<file path="config.mk">
export PLATFORM = sky130hd
export DESIGN_NAME = swcc_top
export DESIGN_NICKNAME = d
export VERILOG_FILES = /design/src/swcc_nvstore.v /design/src/swcc_sync.v /design/src/swcc_top.v
export VERILOG_INCLUDE_DIRS = /design/src
export SDC_FILE = /design/constraint.sdc
export NUM_CORES = 1
export LEC_CHECK = 0
export ABC_AREA = 1
export ABC_CLOCK_PERIOD_IN_PS = 6050
export BUFFER_PORTS_ARGS = -buffer_cell sky130_fd_sc_hd__clkbuf_2
export CORE_ASPECT_RATIO = 0.9
export CORE_UTILIZATION = 60
export CTS_BUF_LIST = sky130_fd_sc_hd__clkbuf_4 sky130_fd_sc_hd__clkbuf_8
export DETAILED_ROUTE_END_ITERATION = 7
export MAX_ROUTING_LAYER = met4
export PLACE_DENSITY = 0.76
export SKIP_LAST_GASP = 1
export SLEW_MARGIN = 20
export SYNTH_ARGS = -nofsm -noshare
export SYNTH_HDL_FRONTEND = slang
export SYNTH_SLANG_ARGS = --single-unit
</file>
<file path="constraint.sdc">
create_clock -name clock -period 6.05 [get_ports clock]
set_input_delay 0.3025 -clock clock [delete_from_list [all_inputs] [get_ports clock]]
set_output_delay 0.3025 -clock clock [all_outputs]
set_load 0.01 [all_outputs]
</file>
<file path="src/swcc_defines.vh">
`ifndef SWCC_DEFINES_VH
`define SWCC_DEFINES_VH

// ==========================================
// serial word layout
`define SWCC_WORD_BITS 24
`define SWCC_CMD_MSB 23
`define SWCC_CMD_LSB 20
`define SWCC_ADDR_MSB 19
`define SWCC_ADDR_LSB 16
`define SWCC_DATA_MSB 15
`define SWCC_DATA_LSB 0
`define SWCC_WIPER_MSB 9
`define SWCC_COUNT_BITS 6
`define SWCC_COUNT_MAX 6'h3f

// ==========================================
// widths and values
`define SWCC_WIPER_BITS 10
`define SWCC_STORE_BITS 16
`define SWCC_ADDR_BITS 4
`define SWCC_STORE_DEPTH 16
`define SWCC_WIPER_ADDR 4'h0
`define SWCC_MIDSCALE 10'h200
`define SWCC_FULLSCALE 10'h3ff
`define SWCC_ZEROSCALE 10'h000
`define SWCC_USER_RESET 16'h0000

// ==========================================
// instruction codes
`define SWCC_CMD_NOP 4'h0
`define SWCC_CMD_RESTORE 4'h1
`define SWCC_CMD_SAVE 4'h2
`define SWCC_CMD_STORE_DATA 4'h3
`define SWCC_CMD_DEC6DB 4'h4
`define SWCC_CMD_DEC6DB_ALL 4'h5
`define SWCC_CMD_DEC1 4'h6
`define SWCC_CMD_DEC1_ALL 4'h7
`define SWCC_CMD_RELOAD 4'h8
`define SWCC_CMD_READ_STORE 4'h9
`define SWCC_CMD_READ_WIPER 4'ha
`define SWCC_CMD_WRITE_WIPER 4'hb
`define SWCC_CMD_INC6DB 4'hc
`define SWCC_CMD_INC6DB_ALL 4'hd
`define SWCC_CMD_INC1 4'he
`define SWCC_CMD_INC1_ALL 4'hf

// ==========================================
// timing
`define SWCC_SAVE_TIME_US 25000
`define SWCC_CLK_PERIOD_NS 40
`define SWCC_SAVE_CYCLES ((`SWCC_SAVE_TIME_US * 1000) / `SWCC_CLK_PERIOD_NS)

`endif

</file>
<file path="src/swcc_nvstore.v">
`timescale 1ns/1ps
`include "swcc_defines.vh"
// ==========================================
// nonvolatile store model with timed programming
module swcc_nvstore #(
   parameter SAVE_CYCLES = `SWCC_SAVE_CYCLES
) (
   input wire clock,
   input wire resetn,
   input wire clockEnable,
   input wire writeStart,
   input wire [`SWCC_ADDR_BITS-1:0] writeAddr,
   input wire [`SWCC_STORE_BITS-1:0] writeData,
   input wire [`SWCC_ADDR_BITS-1:0] readAddr,
   output wire [`SWCC_STORE_BITS-1:0] readData,
   output wire [`SWCC_WIPER_BITS-1:0] savedWiper,
   output reg busy
);
   reg [`SWCC_STORE_BITS-1:0] mem_reg [0:`SWCC_STORE_DEPTH-1];
   reg [31:0] timer_reg;
   reg [`SWCC_ADDR_BITS-1:0] addr_reg;
   reg [`SWCC_STORE_BITS-1:0] data_reg;
   integer i;

   assign readData = mem_reg[readAddr];
   assign savedWiper = mem_reg[`SWCC_WIPER_ADDR][`SWCC_WIPER_MSB:0];

   // ==========================================
   // factory contents; reset stands in for power loss, so it leaves the array alone
   initial begin
      for (i = 0; i < `SWCC_STORE_DEPTH; i = i + 1) begin
         mem_reg[i] = `SWCC_USER_RESET;
      end
      mem_reg[`SWCC_WIPER_ADDR] = {6'h00, `SWCC_MIDSCALE};
   end

   // ==========================================
   // array written only when a timed save ends
   always @(posedge clock) begin
      if (clockEnable && busy && timer_reg >= SAVE_CYCLES) begin
         mem_reg[addr_reg] <= data_reg;
      end
   end

   // ==========================================
   // programming timer
   always @(posedge clock or negedge resetn) begin
      if (!resetn) begin
         timer_reg <= 32'h00000000;
         addr_reg <= 4'h0;
         data_reg <= 16'h0000;
         busy <= 1'b0;
      end else if (clockEnable) begin
         if (!busy && writeStart) begin
            busy <= 1'b1;
            addr_reg <= writeAddr;
            data_reg <= writeData;
            timer_reg <= 32'h00000001;
         end else if (busy) begin
            if (timer_reg >= SAVE_CYCLES) begin
               busy <= 1'b0;
            end else begin
               timer_reg <= timer_reg + 32'h00000001;
            end
         end
      end
   end
endmodule // swcc_nvstore

</file>
<file path="src/swcc_sync.v">
`timescale 1ns/1ps
// ==========================================
// two flop synchroniser, first stage read only by the second
module swcc_sync #(
   parameter WIDTH = 5,
   parameter [WIDTH-1:0] INIT = {WIDTH{1'b1}}
) (
   input wire clock,
   input wire resetn,
   input wire clockEnable,
   input wire [WIDTH-1:0] asyncIn,
   output reg [WIDTH-1:0] syncOut
);
   reg [WIDTH-1:0] stage1_reg;

   always @(posedge clock or negedge resetn) begin
      if (!resetn) begin
         stage1_reg <= INIT;
         syncOut <= INIT;
      end else if (clockEnable) begin
         stage1_reg <= asyncIn;
         syncOut <= stage1_reg;
      end
   end
endmodule // swcc_sync

</file>
<file path="src/swcc_top.v">
`timescale 1ns/1ps
`include "swcc_defines.vh"

// Notes on behaviour
// - wiper code sets tap, zero at B, midscale middle, all ones at A.
// - saving to nonvolatile store takes about 25 ms, serial input locked meanwhile.
// - ready output signals completion of a nonvolatile save.
// - decoder handles sixteen instruction codes from the instruction field.
// - write-wiper instruction loads data field into wiper register.
// - top byte 20 hex copies wiper register into nonvolatile store.
// - serial output presents previous frame's word while new word shifts in.
// - after power-on wiper loads the last saved nonvolatile value.
// - nonvolatile wiper entry holds midscale as factory value until saved, other entries zero.
// - preset low forces midscale, its rising edge reloads from store.
// - chip-select strobe without a word repeats last step or shift command.
// - commands step wiper by one or shift it by 6 dB.
// - each frame is a 24-bit instruction, address and data word.
// - write-protect low blocks wiper changes except reloads and preset.
// - serial output released whenever chip select is high.
// - serial output and ready only pull low or release.
// - input bits sampled on serial clock rising edges, MSB first.
// - word decoded and executed only when chip select returns high.
// - non-readback commands pass input stream to output delayed 24 clocks.
// - wiper data in bits D0 to D9, store data sixteen bits.
module swcc_top #(
   parameter SAVE_CYCLES = `SWCC_SAVE_CYCLES
) (
   input wire clock,
   input wire resetn,
   input wire clockEnable,
   input wire spiClk,
   input wire chipSelectN,
   input wire serialIn,
   input wire preset_reload_n,
   input wire writeProtectN,
   output reg sdoOut,
   output reg sdoOutEnN,
   output reg readyOut,
   output reg readyOutEnN,
   output reg [`SWCC_WIPER_BITS-1:0] wiperPosition
);
   // ==========================================
   // states
   localparam [1:0] ST_BOOT = 2'b00;
   localparam [1:0] ST_RUN = 2'b01;
   localparam [1:0] ST_SAVE = 2'b10;

   // ==========================================
   // step and shift arithmetic, shared by new words and repeats
   function [`SWCC_WIPER_BITS-1:0] stepWiper;
      input [3:0] cmd;
      input [`SWCC_WIPER_BITS-1:0] cur;
      begin
         case (cmd)
            `SWCC_CMD_DEC6DB, `SWCC_CMD_DEC6DB_ALL: begin
               stepWiper = {1'b0, cur[`SWCC_WIPER_MSB:1]};
            end
            `SWCC_CMD_INC6DB, `SWCC_CMD_INC6DB_ALL: begin
               // saturate rather than wrap to a low code
               if (cur[`SWCC_WIPER_MSB]) begin
                  stepWiper = `SWCC_FULLSCALE;
               end else if (cur == `SWCC_ZEROSCALE) begin
                  stepWiper = 10'h001;
               end else begin
                  stepWiper = {cur[`SWCC_WIPER_MSB-1:0], 1'b0};
               end
            end
            `SWCC_CMD_DEC1, `SWCC_CMD_DEC1_ALL: begin
               if (cur == `SWCC_ZEROSCALE) begin
                  stepWiper = cur;
               end else begin
                  stepWiper = cur - 10'h001;
               end
            end
            `SWCC_CMD_INC1, `SWCC_CMD_INC1_ALL: begin
               if (cur == `SWCC_FULLSCALE) begin
                  stepWiper = cur;
               end else begin
                  stepWiper = cur + 10'h001;
               end
            end
            default: begin
               stepWiper = cur;
            end
         endcase
      end
   endfunction

   function isStepCmd;
      input [3:0] cmd;
      begin
         isStepCmd = (cmd >= `SWCC_CMD_DEC6DB && cmd <= `SWCC_CMD_DEC1_ALL) ||
            (cmd >= `SWCC_CMD_INC6DB);
      end
   endfunction

   // ==========================================
   // pin synchronisers
   wire [4:0] pinSync;
   wire spiClkS;
   wire csNS;
   wire sdiS;
   wire presetNS;
   wire wpNS;

   swcc_sync #(
      .WIDTH(5),
      // link clock resets to its idle low level, so no false edge follows reset
      .INIT(5'h0b)
   ) pinSyncInst (
      .clock(clock),
      .resetn(resetn),
      .clockEnable(clockEnable),
      .asyncIn({spiClk, chipSelectN, serialIn, preset_reload_n, writeProtectN}),
      .syncOut(pinSync)
   );

   assign spiClkS = pinSync[4];
   assign csNS = pinSync[3];
   assign sdiS = pinSync[2];
   assign presetNS = pinSync[1];
   assign wpNS = pinSync[0];

   // ==========================================
   // state
   reg [1:0] state_reg;
   reg [`SWCC_WORD_BITS-1:0] shift_reg;
   reg [`SWCC_COUNT_BITS-1:0] bitCount_reg;
   reg [3:0] lastCmd_reg;
   reg repeatOk_reg;
   reg spiClkPrev_reg;
   reg csNPrev_reg;
   reg presetNPrev_reg;
   reg storeWrite_reg;
   reg [`SWCC_ADDR_BITS-1:0] storeAddr_reg;
   reg [`SWCC_STORE_BITS-1:0] storeData_reg;

   wire storeBusy;
   wire [`SWCC_STORE_BITS-1:0] storeReadData;
   wire [`SWCC_WIPER_BITS-1:0] savedWiper;

   wire spiRise = spiClkS & ~spiClkPrev_reg;
   wire csFall = ~csNS & csNPrev_reg;
   wire csRise = csNS & ~csNPrev_reg;
   wire presetRise = presetNS & ~presetNPrev_reg;
   wire locked = storeBusy | storeWrite_reg | (state_reg == ST_SAVE);
   wire wordFull = (bitCount_reg >= 6'h18);
   wire [3:0] wordCmd = shift_reg[`SWCC_CMD_MSB:`SWCC_CMD_LSB];
   wire [`SWCC_ADDR_BITS-1:0] wordAddr = shift_reg[`SWCC_ADDR_MSB:`SWCC_ADDR_LSB];
   wire [`SWCC_STORE_BITS-1:0] wordData = shift_reg[`SWCC_DATA_MSB:`SWCC_DATA_LSB];
   wire writeOk = wpNS;

   // ==========================================
   // nonvolatile store
   swcc_nvstore #(
      .SAVE_CYCLES(SAVE_CYCLES)
   ) storeInst (
      .clock(clock),
      .resetn(resetn),
      .clockEnable(clockEnable),
      .writeStart(storeWrite_reg),
      .writeAddr(storeAddr_reg),
      .writeData(storeData_reg),
      .readAddr(wordAddr),
      .readData(storeReadData),
      .savedWiper(savedWiper),
      .busy(storeBusy)
   );

   // ==========================================
   // serial frame, decode and wiper control
   always @(posedge clock or negedge resetn) begin
      if (!resetn) begin
         state_reg <= ST_BOOT;
         shift_reg <= 24'h000000;
         bitCount_reg <= 6'h00;
         lastCmd_reg <= `SWCC_CMD_NOP;
         repeatOk_reg <= 1'b0;
         spiClkPrev_reg <= 1'b0;
         csNPrev_reg <= 1'b1;
         presetNPrev_reg <= 1'b1;
         storeWrite_reg <= 1'b0;
         storeAddr_reg <= 4'h0;
         storeData_reg <= 16'h0000;
         wiperPosition <= `SWCC_MIDSCALE;
         sdoOut <= 1'b0;
         sdoOutEnN <= 1'b1;
         readyOut <= 1'b0;
         readyOutEnN <= 1'b1;
      end else if (clockEnable) begin
         spiClkPrev_reg <= spiClkS;
         csNPrev_reg <= csNS;
         presetNPrev_reg <= presetNS;
         storeWrite_reg <= 1'b0;
         // open drain: only ever pull low
         sdoOut <= 1'b0;
         readyOut <= 1'b0;
         sdoOutEnN <= csNS | shift_reg[`SWCC_CMD_MSB];
         readyOutEnN <= ~locked;

         case (state_reg)
            ST_BOOT: begin
               wiperPosition <= savedWiper;
               state_reg <= ST_RUN;
            end
            ST_SAVE: begin
               // shift register locked, frames dropped
               if (!storeBusy && !storeWrite_reg) begin
                  state_reg <= ST_RUN;
               end
            end
            ST_RUN: begin
               if (csFall) begin
                  bitCount_reg <= 6'h00;
               end else if (!csNS && spiRise) begin
                  shift_reg <= {shift_reg[`SWCC_WORD_BITS-2:0], sdiS};
                  if (bitCount_reg != `SWCC_COUNT_MAX) begin
                     bitCount_reg <= bitCount_reg + 6'h01;
                  end
               end else if (csRise && bitCount_reg == 6'h00) begin
                  if (repeatOk_reg && writeOk) begin
                     wiperPosition <= stepWiper(lastCmd_reg, wiperPosition);
                  end
               end else if (csRise && wordFull) begin
                  bitCount_reg <= 6'h00;
                  repeatOk_reg <= isStepCmd(wordCmd);
                  lastCmd_reg <= wordCmd;
                  case (wordCmd)
                     `SWCC_CMD_NOP: begin
                        lastCmd_reg <= `SWCC_CMD_NOP;
                     end
                     `SWCC_CMD_RESTORE, `SWCC_CMD_RELOAD: begin
                        wiperPosition <= savedWiper;
                     end
                     `SWCC_CMD_SAVE: begin
                        if (writeOk) begin
                           storeWrite_reg <= 1'b1;
                           storeAddr_reg <= `SWCC_WIPER_ADDR;
                           storeData_reg <= {6'h00, wiperPosition};
                           state_reg <= ST_SAVE;
                        end
                     end
                     `SWCC_CMD_STORE_DATA: begin
                        if (writeOk) begin
                           storeWrite_reg <= 1'b1;
                           storeAddr_reg <= wordAddr;
                           storeData_reg <= wordData;
                           state_reg <= ST_SAVE;
                        end
                     end
                     `SWCC_CMD_READ_STORE: begin
                        shift_reg <= {shift_reg[`SWCC_CMD_MSB:`SWCC_ADDR_LSB], storeReadData};
                     end
                     `SWCC_CMD_READ_WIPER: begin
                        shift_reg <= {shift_reg[`SWCC_CMD_MSB:`SWCC_ADDR_LSB], 6'h00, wiperPosition};
                     end
                     `SWCC_CMD_WRITE_WIPER: begin
                        if (writeOk) begin
                           wiperPosition <= wordData[`SWCC_WIPER_MSB:0];
                        end
                     end
                     default: begin
                        if (writeOk) begin
                           wiperPosition <= stepWiper(wordCmd, wiperPosition);
                        end
                     end
                  endcase
               end else if (csRise) begin
                  // short frame: discarded without effect
                  bitCount_reg <= 6'h00;
               end
            end
            default: begin
               state_reg <= ST_RUN;
            end
         endcase

         // preset pin overrides serial activity, write-protect does not apply
         if (!presetNS) begin
            wiperPosition <= `SWCC_MIDSCALE;
         end else if (presetRise) begin
            wiperPosition <= savedWiper;
         end
      end
   end
endmodule // swcc_top

</file>
# Yosys cells after proc, flatten, opt, wreduce, memory -nomap -nowiden
# Memory sizes are Yosys's and may differ from the RTL's.
# Cells that the tools add are included.
# word_totals
ff_bits	136
input_bits	8
mem_count	1
word_cells	195
ram_bits	256
out_inout_bits	14
# mem_list
name	words	width	read_ports	rd_clocked_by_memory_dff	write_ports	line_no	text
storeInst.mem_reg	16	16	2	0	1	swcc_nvstore.v:19	reg [`SWCC_STORE_BITS-1:0] mem_reg [0:`SWCC_STORE_DEPTH-1];
# op_classes
bitwise	15
eq_ne	50
n_mux	57
add_sub_neg	4
reduce_logical	42
magnitude_cmp	5
# op_table
op	n
$mux W10	13
$mux W32	3
$pmux W10 S4	2
$mux W16	4
$pmux W16 S2	2
$eq A4 B4 Y1 const B	12
$mux W6	6
$add A32 B1 Y32 const B	1
$eq A4 B3 Y1 const B	8
$ge A32 B20 Y1 const B	1
$pmux W10 S3	1
$mux W24	1
$pmux W10 S2	1
$reduce_or A2 Y1	10
$ne A6 B6 Y1 const B	3
$ne A5 B5 Y1 const B	3
$mux W2	7
$mux W1	12
$mux W4	3
$ne A2 B2 Y1 const B	6
$ne A4 B4 Y1 const B	3
$reduce_and A6 Y1	2
$reduce_and A11 Y1	1
$add A10 B1 Y10 const B	1
38 further kinds	67

# Logic depth before layout (Yosys ltp)
# Gate-level depths: netlist of the first run.
# logic_depth
word_depth	13
depth_mapped	17
depth_no_buf	16

# By module
# Synthesis of the first run repeated with hierarchy kept, for this count alone.
# unflattened
cells_unflattened	1933
area_unflattened_um2	18393.9
# modules_own_cells
mod	n_inst	seq_area_each_um2	area_per_inst_um2	cells_each
swcc_nvstore	1	9013.6	12858.6	1133
swcc_top	1	1808.0	5147.4	758
swcc_sync	1	257.7	387.9	42

# Least setup slack after synthesis of the first run
# OpenSTA, ideal clock, no wires.
# synth_path
kind	register -> register
startpoint	register storeInst.timer_reg[5]
endpoint	memory storeInst.mem_reg[0][0] (netlist bit), enable pin
t_required_ns	5.641
setup_time_ns	0.409
path_slack_ns	3.363
period_less_slack_ns	2.687
path_stages_with_launch	10
n_path_buf	1
t_arrival_ns	2.278
cell_sequence	dfrtp_1 > nand2_1 > a21oi_1 > nor2_1 > o21ai_1 > nand2_1 > nand2_1 > nand2_1 > buf_2 > nor3_1
# synth_between
elab_chain_len	4
# synth_lines
element	line_no	text
start: declaration	swcc_nvstore.v:20	reg [31:0] timer_reg;
start signal: assignment	swcc_nvstore.v:63	timer_reg <= timer_reg + 32'h00000001;
$ge A32 B20 Y1	swcc_nvstore.v:40	if (clockEnable && busy && timer_reg >= SAVE_CYCLES) begin
$logic_and A1 B1 Y1	swcc_nvstore.v:40	
$mux W1	swcc_nvstore.v:40	
$mux W1 (implied by the code)	swcc_nvstore.v:41	mem_reg[addr_reg] <= data_reg;
end: declaration	swcc_nvstore.v:19	
# Every way passes these cells.

# Worst setup path in the final report of the first run
# layout_path
startpoint	register shift_reg[16]
endpoint	register shift_reg[2]
# layout_between
elab_chain_len	5
# layout_lines
element	line_no	text
start: declaration	swcc_top.v:127	reg [`SWCC_WORD_BITS-1:0] shift_reg;
start signal: assignment	swcc_top.v:216	shift_reg <= {shift_reg[`SWCC_WORD_BITS-2:0], sdiS};
start signal: assignment	swcc_top.v:252	shift_reg <= {shift_reg[`SWCC_CMD_MSB:`SWCC_ADDR_LSB], storeReadData};
start signal: assignment	swcc_top.v:255	shift_reg <= {shift_reg[`SWCC_CMD_MSB:`SWCC_ADDR_LSB], 6'h00, wiperPosition};
$mem_v2 Z16 W16	--	
$pmux W16 S2	swcc_top.v:228	case (wordCmd)
$mux W16	swcc_top.v:224	end else if (csRise && wordFull) begin
$mux W16	swcc_top.v:220	end else if (csRise && bitCount_reg == 6'h00) begin
$mux W24	swcc_top.v:215	end else if (!csNS && spiRise) begin
# Every way passes these cells. The select of a mux whose other input is x is not followed.
# A chain may end at the register's enable or synchronous reset.

==> Flow_metrics.wiki, run 1 <==
{| class="wikitable"
! Metric !! Value
|-
| Static leakage || between 7 and 8 nW
|-
| Number of synthesized flops with an enable pin || 256
|-
| Count of input and output buffers || 19
|-
| Routability-driven placement congestion ratio || roughly 0.94
|-
| Worst vdd rail ir drop || roughly 230 uV
|-
| Effective utilization at floorplan || 61.8%
|-
| Worst slew pin tran || around 1.2 ns
|-
| Setup TNS || 0 ns
|-
| Worst-path clk slew || around 0.060 ns
|-
| Sequential share of power || a little over two fifths
|-
| Kind of end point of the critical path || flip-flop
|-
| Count of routing violations after the opening detailed-route iteration || between 1000 and 1500
|-
| Highest-count cells in the layout ignoring fill and taps || nand2_1, edfxtp_1, nor2_1
|-
| Number of storage elements in the synthesis netlist || 392
|-
| Fillers || 2229
|-
| Arrival time at the worst endpoint || between 3 and 4 ns
|-
| Vias in the first global route || about 13000
|-
| Drt pass-1 iters || 6
|-
| Number of flip-flops in the largest register || roughly 260
|-
| Vias per Instance || ~5.9
|-
| Buffers from clock root to sink, at most || 3
|-
| Warnings from Yosys || 0
|-
| Largest clock skew in the final design || 0.0246 ns
|-
| Count of endpoints failing setup in the final report || 0
|-
| Sequential standard cell area || 0.0111 sq mm
|-
| Clock sinks || ~390
|-
| Placement Rows || a little under 60
|-
| Clock power frac || 27.7%
|-
| Mapped Area || 0.0181 sq mm
|-
| Grt ovf || 0
|-
| Net total in the final layout || approximately 1900
|-
| Combinational Power Share || 29.2%
|-
| Routed length per instance || roughly 19 um
|-
| Setup Crit Path Kind || reg -> reg
|-
| Fmax || roughly 0.32 GHz
|-
| Full die area || approximately 0.03 sq mm
|-
| Sw Ratio || about 37%
|-
| TritonCTS clock tree || built
|-
| Worst path required time || roughly 6.5 ns
|-
| RSZ-0062 raised after global routing || false
|-
| Share of cells above drive strength 1 || a little over a tenth
|-
| Ratio of total power to cell area || between 400 and 500 mW/mm^2
|-
| Largest net degree at the start of global routing || 96
|-
| Layout Area Growth over Synthesis || 9.25%
|-
| Core Box Area || around 0.03 sq mm
|-
| HP Class || in -> reg
|-
| Post-place setup slack || 3.00 ns
|-
| Portion of the clock cycle consumed by the worst path in the final layout || 51.4%
|-
| Placed cell count || approximately 2200
|-
| Source-to-sink clock delay at the later pin of the worst-skew pair || 0.61 ns
|-
| Syn_area_per_cell || 9.67 sq um
|-
| Number of max-capacitance violations reported || 0
|-
| CP Max Fanout || 54
|-
| Overall routed net length || approximately 43000 um
|-
| Die Span X || approximately 190 um
|-
| Post-CTS Resized || 0
|-
| Total half-perimeter wirelength after legalization and detailed placement || ~27000 um
|-
| Count of final max-slew check failures || 0
|-
| Final WS setup || between 2 and 3 ns
|-
| Number of distinct library cell variants in the gate-level netlist after synthesis || between 40 and 50
|-
| Count of unresolved DRC violations after routing || 0
|-
| Nature of the critical path startpoint || flip-flop
|-
| Number of cells in the finished layout apart from fillers || between 2000 and 2500
|-
| Endpoints failing hold || 0
|-
| Relative slew slack || a little under a quarter
|-
| Gate count after technology mapping || 1874
|-
| Status || finished clean
|-
| Die span in y || ~170 um
|-
| Seq/Total Area, Yosys || 61.3%
|-
| Most used flip-flop cell after synthesis || edfxtp_1
|-
| Commonest non-fill, non-tap cell in the layout || nand2_1
|-
| Vias after detailed routing || roughly 14000
|-
| Final Critical Period || about 3.1 ns
|-
| Antenna cells || 0
|-
| Number of buffers created by CTS || 59
|-
| H-tree levels || 2
|-
| Fraction of synthesis flops using an asynchronous set or reset pin || 34.7%
|-
| Antenna violations before repair || 0
|-
| IO Pins || 22
|-
| Net load switching power || 2.98 mW
|-
| Area taken by multi-input logic gates || around 0.0061 sq mm
|-
| Global-route wire length before repair || about 70000 um
|-
| CTS Root Cell || clkbuf_8
|-
| ANT nets after route || 0
|-
| Power Internal || around 5.0 mW
|-
| All-layer global routing usage || between 20% and 30%
|}
## area by class of cell
cell class              instances  area share (%)
clock buffers                  89            5.49
clock inverters                20           0.702
inverters                     135            2.57
multi-input cells            1247            30.9
flip-flops and latches        392            56.1
well taps                     396            2.50
repair buffers                 49            1.73
## synth_stat cells (all sizes together), types with 2 or more instances
cell type	count	area share, %
o21ai	258	7.1
nor3	30	0.95
nand4	25	0.90
clkbuf	48	0.99
nand3	124	3.5
inv	133	2.8
o221ai	27	1.3
xnor2	4	0.19
or2	2	0.069
clkinv	2	0.041
o211ai	38	1.6
buf	53	1.7
xor2	16	0.77
dfrtp	125	17
o22ai	21	0.73
edfxtp	256	42
a221oi	7	0.34
nand2	365	7.7
nor2	255	5.5
a21oi	55	1.6
nor4	4	0.14
dfstp	11	1.6
ha	9	0.62
## power by group through the flow
| stage | clock network, mW | logic, mW | registers, mW |
|---|---|---|---|
| finish | 2.22 | 2.34 | 3.45 |
| global route | 2.37 | 2.63 | 3.48 |
| CTS | 2.25 | 2.32 | 3.44 |
| detailed placement | 0 | 2.30 | 3.49 |
| global placement | 0 | 2.25 | 3.49 |
| floorplan | 0 | 1.88 | 3.26 |
## kinds of logic (layout without fill, tap and decap cells)
| kind of cell | count (synthesis) | in the layout | synth area share [%] |
|---|---|---|---|
| AOI/OAI and AO/OA | 410 | 410 | 12.8 |
| xor gates and xnor gates | 20 | 20 | 0.967 |
| adders and majority gates | 9 | 9 | 0.621 |
| buffers and inverters | 236 | 293 | 5.51 |
| DFF | 392 | 392 | 61.3 |
| other | 1 | 2 | 0.0207 |
| and+or+nand+nor | 806 | 806 | 18.8 |
## repair_timing
action / CTS / global route
endpoints found under the hold margin: 88 / 0
buffers inserted: 0 / 0
hold buffers: 6 / 0
## routing by layer
metal | routed length [um] | vias to the layer above | track usage (%)
met2 | 20200 | 554 | 45.4
met5 | 0 | - | -
met4 | 907 | 0 | 8.41
met1 | 19300 | 6670 | 42.1
met3 | 3000 | 83 | 4.37
li1 | - | 6506 | -
## worst max-delay path, stage by stage (launching register included)
cell	delay, ns
dfrtp_4	0.76
clkinv_2	0.64
buf_4	0.51
nor2_1	0.14
nor2_1	0.05
o21ai_0	0.10
o211ai_1	0.11
nand3_1	0.14
nand2_1	0.09
nand2_1	0.06
o21ai_0	0.07
o21ai_0	0.21
nand2_1	0.08
## worst paths after layout
| check | start | end | slack, ns | cells after the start |
|---|---|---|---|---|
| worst min-delay path | clockEnable | pinSyncInst.stage1_reg[0] | 0.15 | 3 |
| worst max-delay path | shift_reg[16] | shift_reg[2] | 2.94 | 12 |
| max in group asynchronous | resetn | storeInst.addr_reg[2] | 4.57 | 3 |
| worst max register to register | shift_reg[16] | shift_reg[2] | 2.94 | 12 |
| min in group asynchronous | resetn | shift_reg[2] | 0.34 | 2 |
| worst min register to register | readyOutEnN | readyOutEnN | 0.47 | 2 |
## metrics by stage
stage / hold slack (ns) / power [mW] / util, % / instance area, sq um
final: 0.154 / 8.01 / 67.5 / 19800
after global routing: 0.161 / 8.48 / 67.5 / 19800
after CTS: 0.116 / 8.00 / 67.5 / 19800
after detailed placement: 0.441 / 5.80 / 63.2 / 18500
after global placement: 0.439 / 5.74 / 63.1 / 18500
after floorplan: 0.00691 / 5.14 / - / 18100
Power figures use the tool's default switching activity.
==> inputs of run 2 (changes only) <==
- ABC_AREA: 1 -> 0
- ABC_CLOCK_PERIOD_IN_PS: 6050 -> 2550
- CORE_UTILIZATION: 60 -> 59
- PLACE_DENSITY: 0.76 -> 0.78
- clock period: 6.05 -> 2.55 ns (I/O delays scaled with it)
==> Flow_metrics.wiki, run 2 <==
{| class="wikitable"
! Metric !! Value
|-
| Status || finished clean (unchanged)
|-
| CP Max Fanout || 11 (was 54)
|-
| IO Pins || 22 (unchanged)
|-
| Routed length per instance || 23.6 um (was 18.7 um)
|-
| Antenna violations before repair || 0 (unchanged)
|-
| Vias per Instance || 6.34 (was 5.93)
|-
| Count of input and output buffers || 19 (unchanged)
|-
| Total Power || 17.4 mW (was 8.01 mW)
|-
| Fmax || 0.414 GHz (was 0.322 GHz)
|-
| Number of synthesized flops with an enable pin || 256 (unchanged)
|-
| TritonCTS clock tree || built (unchanged)
|-
| Overall routed net length || 44600 um (was 43500 um)
|-
| Vias after detailed routing || 11958 (was 13813)
|-
| Count of routing violations after the opening detailed-route iteration || 1337 (was 1350)
|-
| Worst vdd rail ir drop || 550 uV (was 235 uV)
|-
| Kind of end point of the critical path || flip-flop (unchanged)
|-
| Largest net degree at the start of global routing || 83 (was 96)
|-
| ANT nets after route || 0 (unchanged)
|-
| Mapped Area || 0.0175 sq mm (was 0.0181 sq mm)
|-
| Effective utilization at floorplan || 60.3% (was 61.8%)
|-
| Layout Area Growth over Synthesis || 17.0% (was 9.25%)
|-
| All-layer global routing usage || 31.1% (was 29.8%)
|-
| Static leakage || 8.16 nW (was 7.80 nW)
|-
| Highest-count cells in the layout ignoring fill and taps || edfxtp_1, nand2_1, dfrtp_1 (was nand2_1, edfxtp_1, nor2_1)
|-
| Core Box Area || 0.0291 sq mm (was 0.0293 sq mm)
|-
| Total half-perimeter wirelength after legalization and detailed placement || 29200 um (was 27200 um)
|-
| Post-synthesis cell type with the largest combined area || edfxtp_1 (unchanged)
|-
| Worst slew pin tran || 0.866 ns (was 1.16 ns)
|-
| Grt ovf || 0 (unchanged)
|-
| Placement Rows || 59 (unchanged)
|-
| Share of cells above drive strength 1 || 26.3% (was 10.9%)
|-
| Commonest non-fill, non-tap cell in the layout || edfxtp_1 (was nand2_1)
|-
| Arrival time at the worst endpoint || 2.72 ns (was 3.58 ns)
|-
| Die span in y || 166 um (was 167 um)
|-
| HP Class || in -> async (was in -> reg)
|-
| Vias in the first global route || 11775 (was 13299)
|-
| Buffers from clock root to sink, at most || 3 (unchanged)
|-
| Clock sinks || 391 (was 392)
|-
| CTS Root Cell || clkbuf_8 (unchanged)
|-
| Count of final max-slew check failures || 0 (unchanged)
|-
| Endpoints failing hold || 0 (unchanged)
|-
| Antenna cells || 0 (unchanged)
|-
| Full die area || 0.0304 sq mm (was 0.0309 sq mm)
|-
| Count of endpoints failing setup in the final report || 0 (unchanged)
|-
| Count of unresolved DRC violations after routing || 0 (unchanged)
|-
| H-tree levels || 2 (unchanged)
|-
| Number of distinct library cell variants in the gate-level netlist after synthesis || 77 (was 44)
|-
| Drt pass-1 iters || 6 (unchanged)
|-
| Worst path required time || 2.85 ns (was 6.52 ns)
|-
| Ratio of total power to cell area || 846 mW/mm^2 (was 405 mW/mm^2)
|-
| Worst-path clk slew || 0.07 ns (was 0.06 ns)
|-
| Global-route wire length before repair || 68000 um (was 70000 um)
|-
| Portion of the clock cycle consumed by the worst path in the final layout || 94.8% (was 51.4%)
|-
| Number of flip-flops in the largest register || 256 (unchanged)
|-
| Gate count after technology mapping || 1311 (was 1874)
|-
| Warnings from Yosys || 0 (unchanged)
|-
| Seq/Total Area, Yosys || 63.2% (was 61.3%)
|-
| Setup Crit Path Kind || reg -> reg (unchanged)
|-
| Largest cells by area after synthesis || edfxtp_1, dfrtp_1, mux4_2 (was edfxtp_1, dfrtp_1, nand2_1)
|-
| Routability-driven placement congestion ratio || 0.946 (was 0.940)
|-
| Relative slew slack || 41.6% (was 22.8%)
|-
| Final Critical Period || 2.42 ns (was 3.11 ns)
|-
| Final cell utilization of the core || 70.5% (was 67.5%)
|-
| List of most frequent post-synthesis cells || edfxtp_1, nand2_1, dfrtp_1 (was nand2_1, edfxtp_1, nor2_1)
|-
| Source-to-sink clock delay at the later pin of the worst-skew pair || 0.63 ns (was 0.61 ns)
|-
| Syn_area_per_cell || 13.4 sq um (was 9.67 sq um)
|-
| Synth top area share || 43.8% (was 42.4%)
|-
| Die Span X || 184 um (was 185 um)
|-
| Fraction of synthesis flops using an asynchronous set or reset pin || 34.5% (was 34.7%)
|-
| Nature of the critical path startpoint || flip-flop (unchanged)
|-
| Number of max-capacitance violations reported || 0 (unchanged)
|-
| Net total in the final layout || 1456 (was 1901)
|-
| Most used flip-flop cell after synthesis || edfxtp_1 (unchanged)
|-
| Number of storage elements in the synthesis netlist || 391 (was 392)
|-
| Number of buffers created by CTS || 59 (unchanged)
|-
| Count leader, synth || edfxtp_1 (was nand2_1)
|-
| Largest clock skew in the final design || 0.0353 ns (was 0.0246 ns)
|}
run 2: what timing repair did:
item / 4_1_cts / 5_1_grt
gates resized for setup: 5 / 4
hold buffers: 7 / 0
endpoints found under the hold margin: 87 / 0
setup buffers: 12 / 3
endpoints found under the setup margin: 144 / 72
pin swaps: 7 / 4
run 2: per-stage QoR:
| stage | hold slack, ns | cell area, sq um | setup slack, ns | instances | TNS (ns) |
|---|---|---|---|---|---|
| floorplan | -0.168 | 17600 | -0.263 | 1312 | -39.48 |
| global placement | 0.212 | 18900 | -0.107 | 1752 | -4.32 |
| detailed placement | 0.216 | 18900 | -0.138 | 1752 | -8.39 |
| CTS | 0.137 | 20500 | 0.0256 | 1882 | 0 |
| global route | 0.199 | 20500 | -0.00797 | 1885 | -0.00797 |
| finish | 0.113 | 20500 | 0.133 | 1885 | 0 |
run 2: metal layers:
| metal | vias to the layer above | routed length [um] | GRT usage, % |
|---|---|---|---|
| met5 | - | 0 | - |
| met4 | 0 | 886 | 8.98 |
| met3 | 70 | 3840 | 5.33 |
| met2 | 605 | 21300 | 47.3 |
| met1 | 6028 | 18600 | 43.9 |
| li1 | 5255 | - | - |
run 2: area by class of cell:
class,instances,area [sq um]
clock buffers,90,1110
fillers,1983,8570
well taps,396,495
clock inverters,21,183
multi-input cells,812,6220
inverters,29,109
flip-flops and latches,391,11100
repair buffers,146,1320
run 2: final timing paths:
kind	from	cells past startpoint	slack (ns)	endpoint
setup / recovery	storeInst.timer_reg[19]	8	0.13	storeInst.mem_reg[11][3]
hold reg to reg	storeData_reg[10]	2	0.46	storeInst.data_reg[10]
setup reg to reg	storeInst.timer_reg[19]	8	0.13	storeInst.mem_reg[11][3]
max in group asynchronous	resetn	3	1.63	shift_reg[16]
min in group clock	writeProtectN	3	0.30	pinSyncInst.stage1_reg[0]
hold / removal	resetn	2	0.11	wiperPosition[5]
run 2: cell families after synthesis:
group | after synthesis | share of synthesized area [%]
AO/OA/AOI/OAI | 244 | 8.96
XOR/XNOR | 10 | 0.499
adder cells (fa/ha/maj) | 9 | 0.642
buffers and inverters | 109 | 2.55
flip-flops | 391 | 63.2
multiplexers | 116 | 12.5
other | 1 | 0.0214
AND/OR/NAND/NOR | 431 | 11.7
run 2: where the power goes:
| group | switching (mW) | internal [mW] |
|---|---|---|
| logic | 2.56 | 1.92 |
| registers | 0.411 | 6.98 |
| clock network | 2.41 | 3.08 |
| total | 5.38 | 12.0 |
run 2: critical path, cell delays in order, from the launching register on:
cell     delay [ns]
dfrtp_1        0.33
inv_1          0.06
nor4_1         0.31
buf_4          0.17
o41a_1         0.21
nor2_4         0.09
buf_4          0.23
nor3_4         0.48
buf_12         0.22
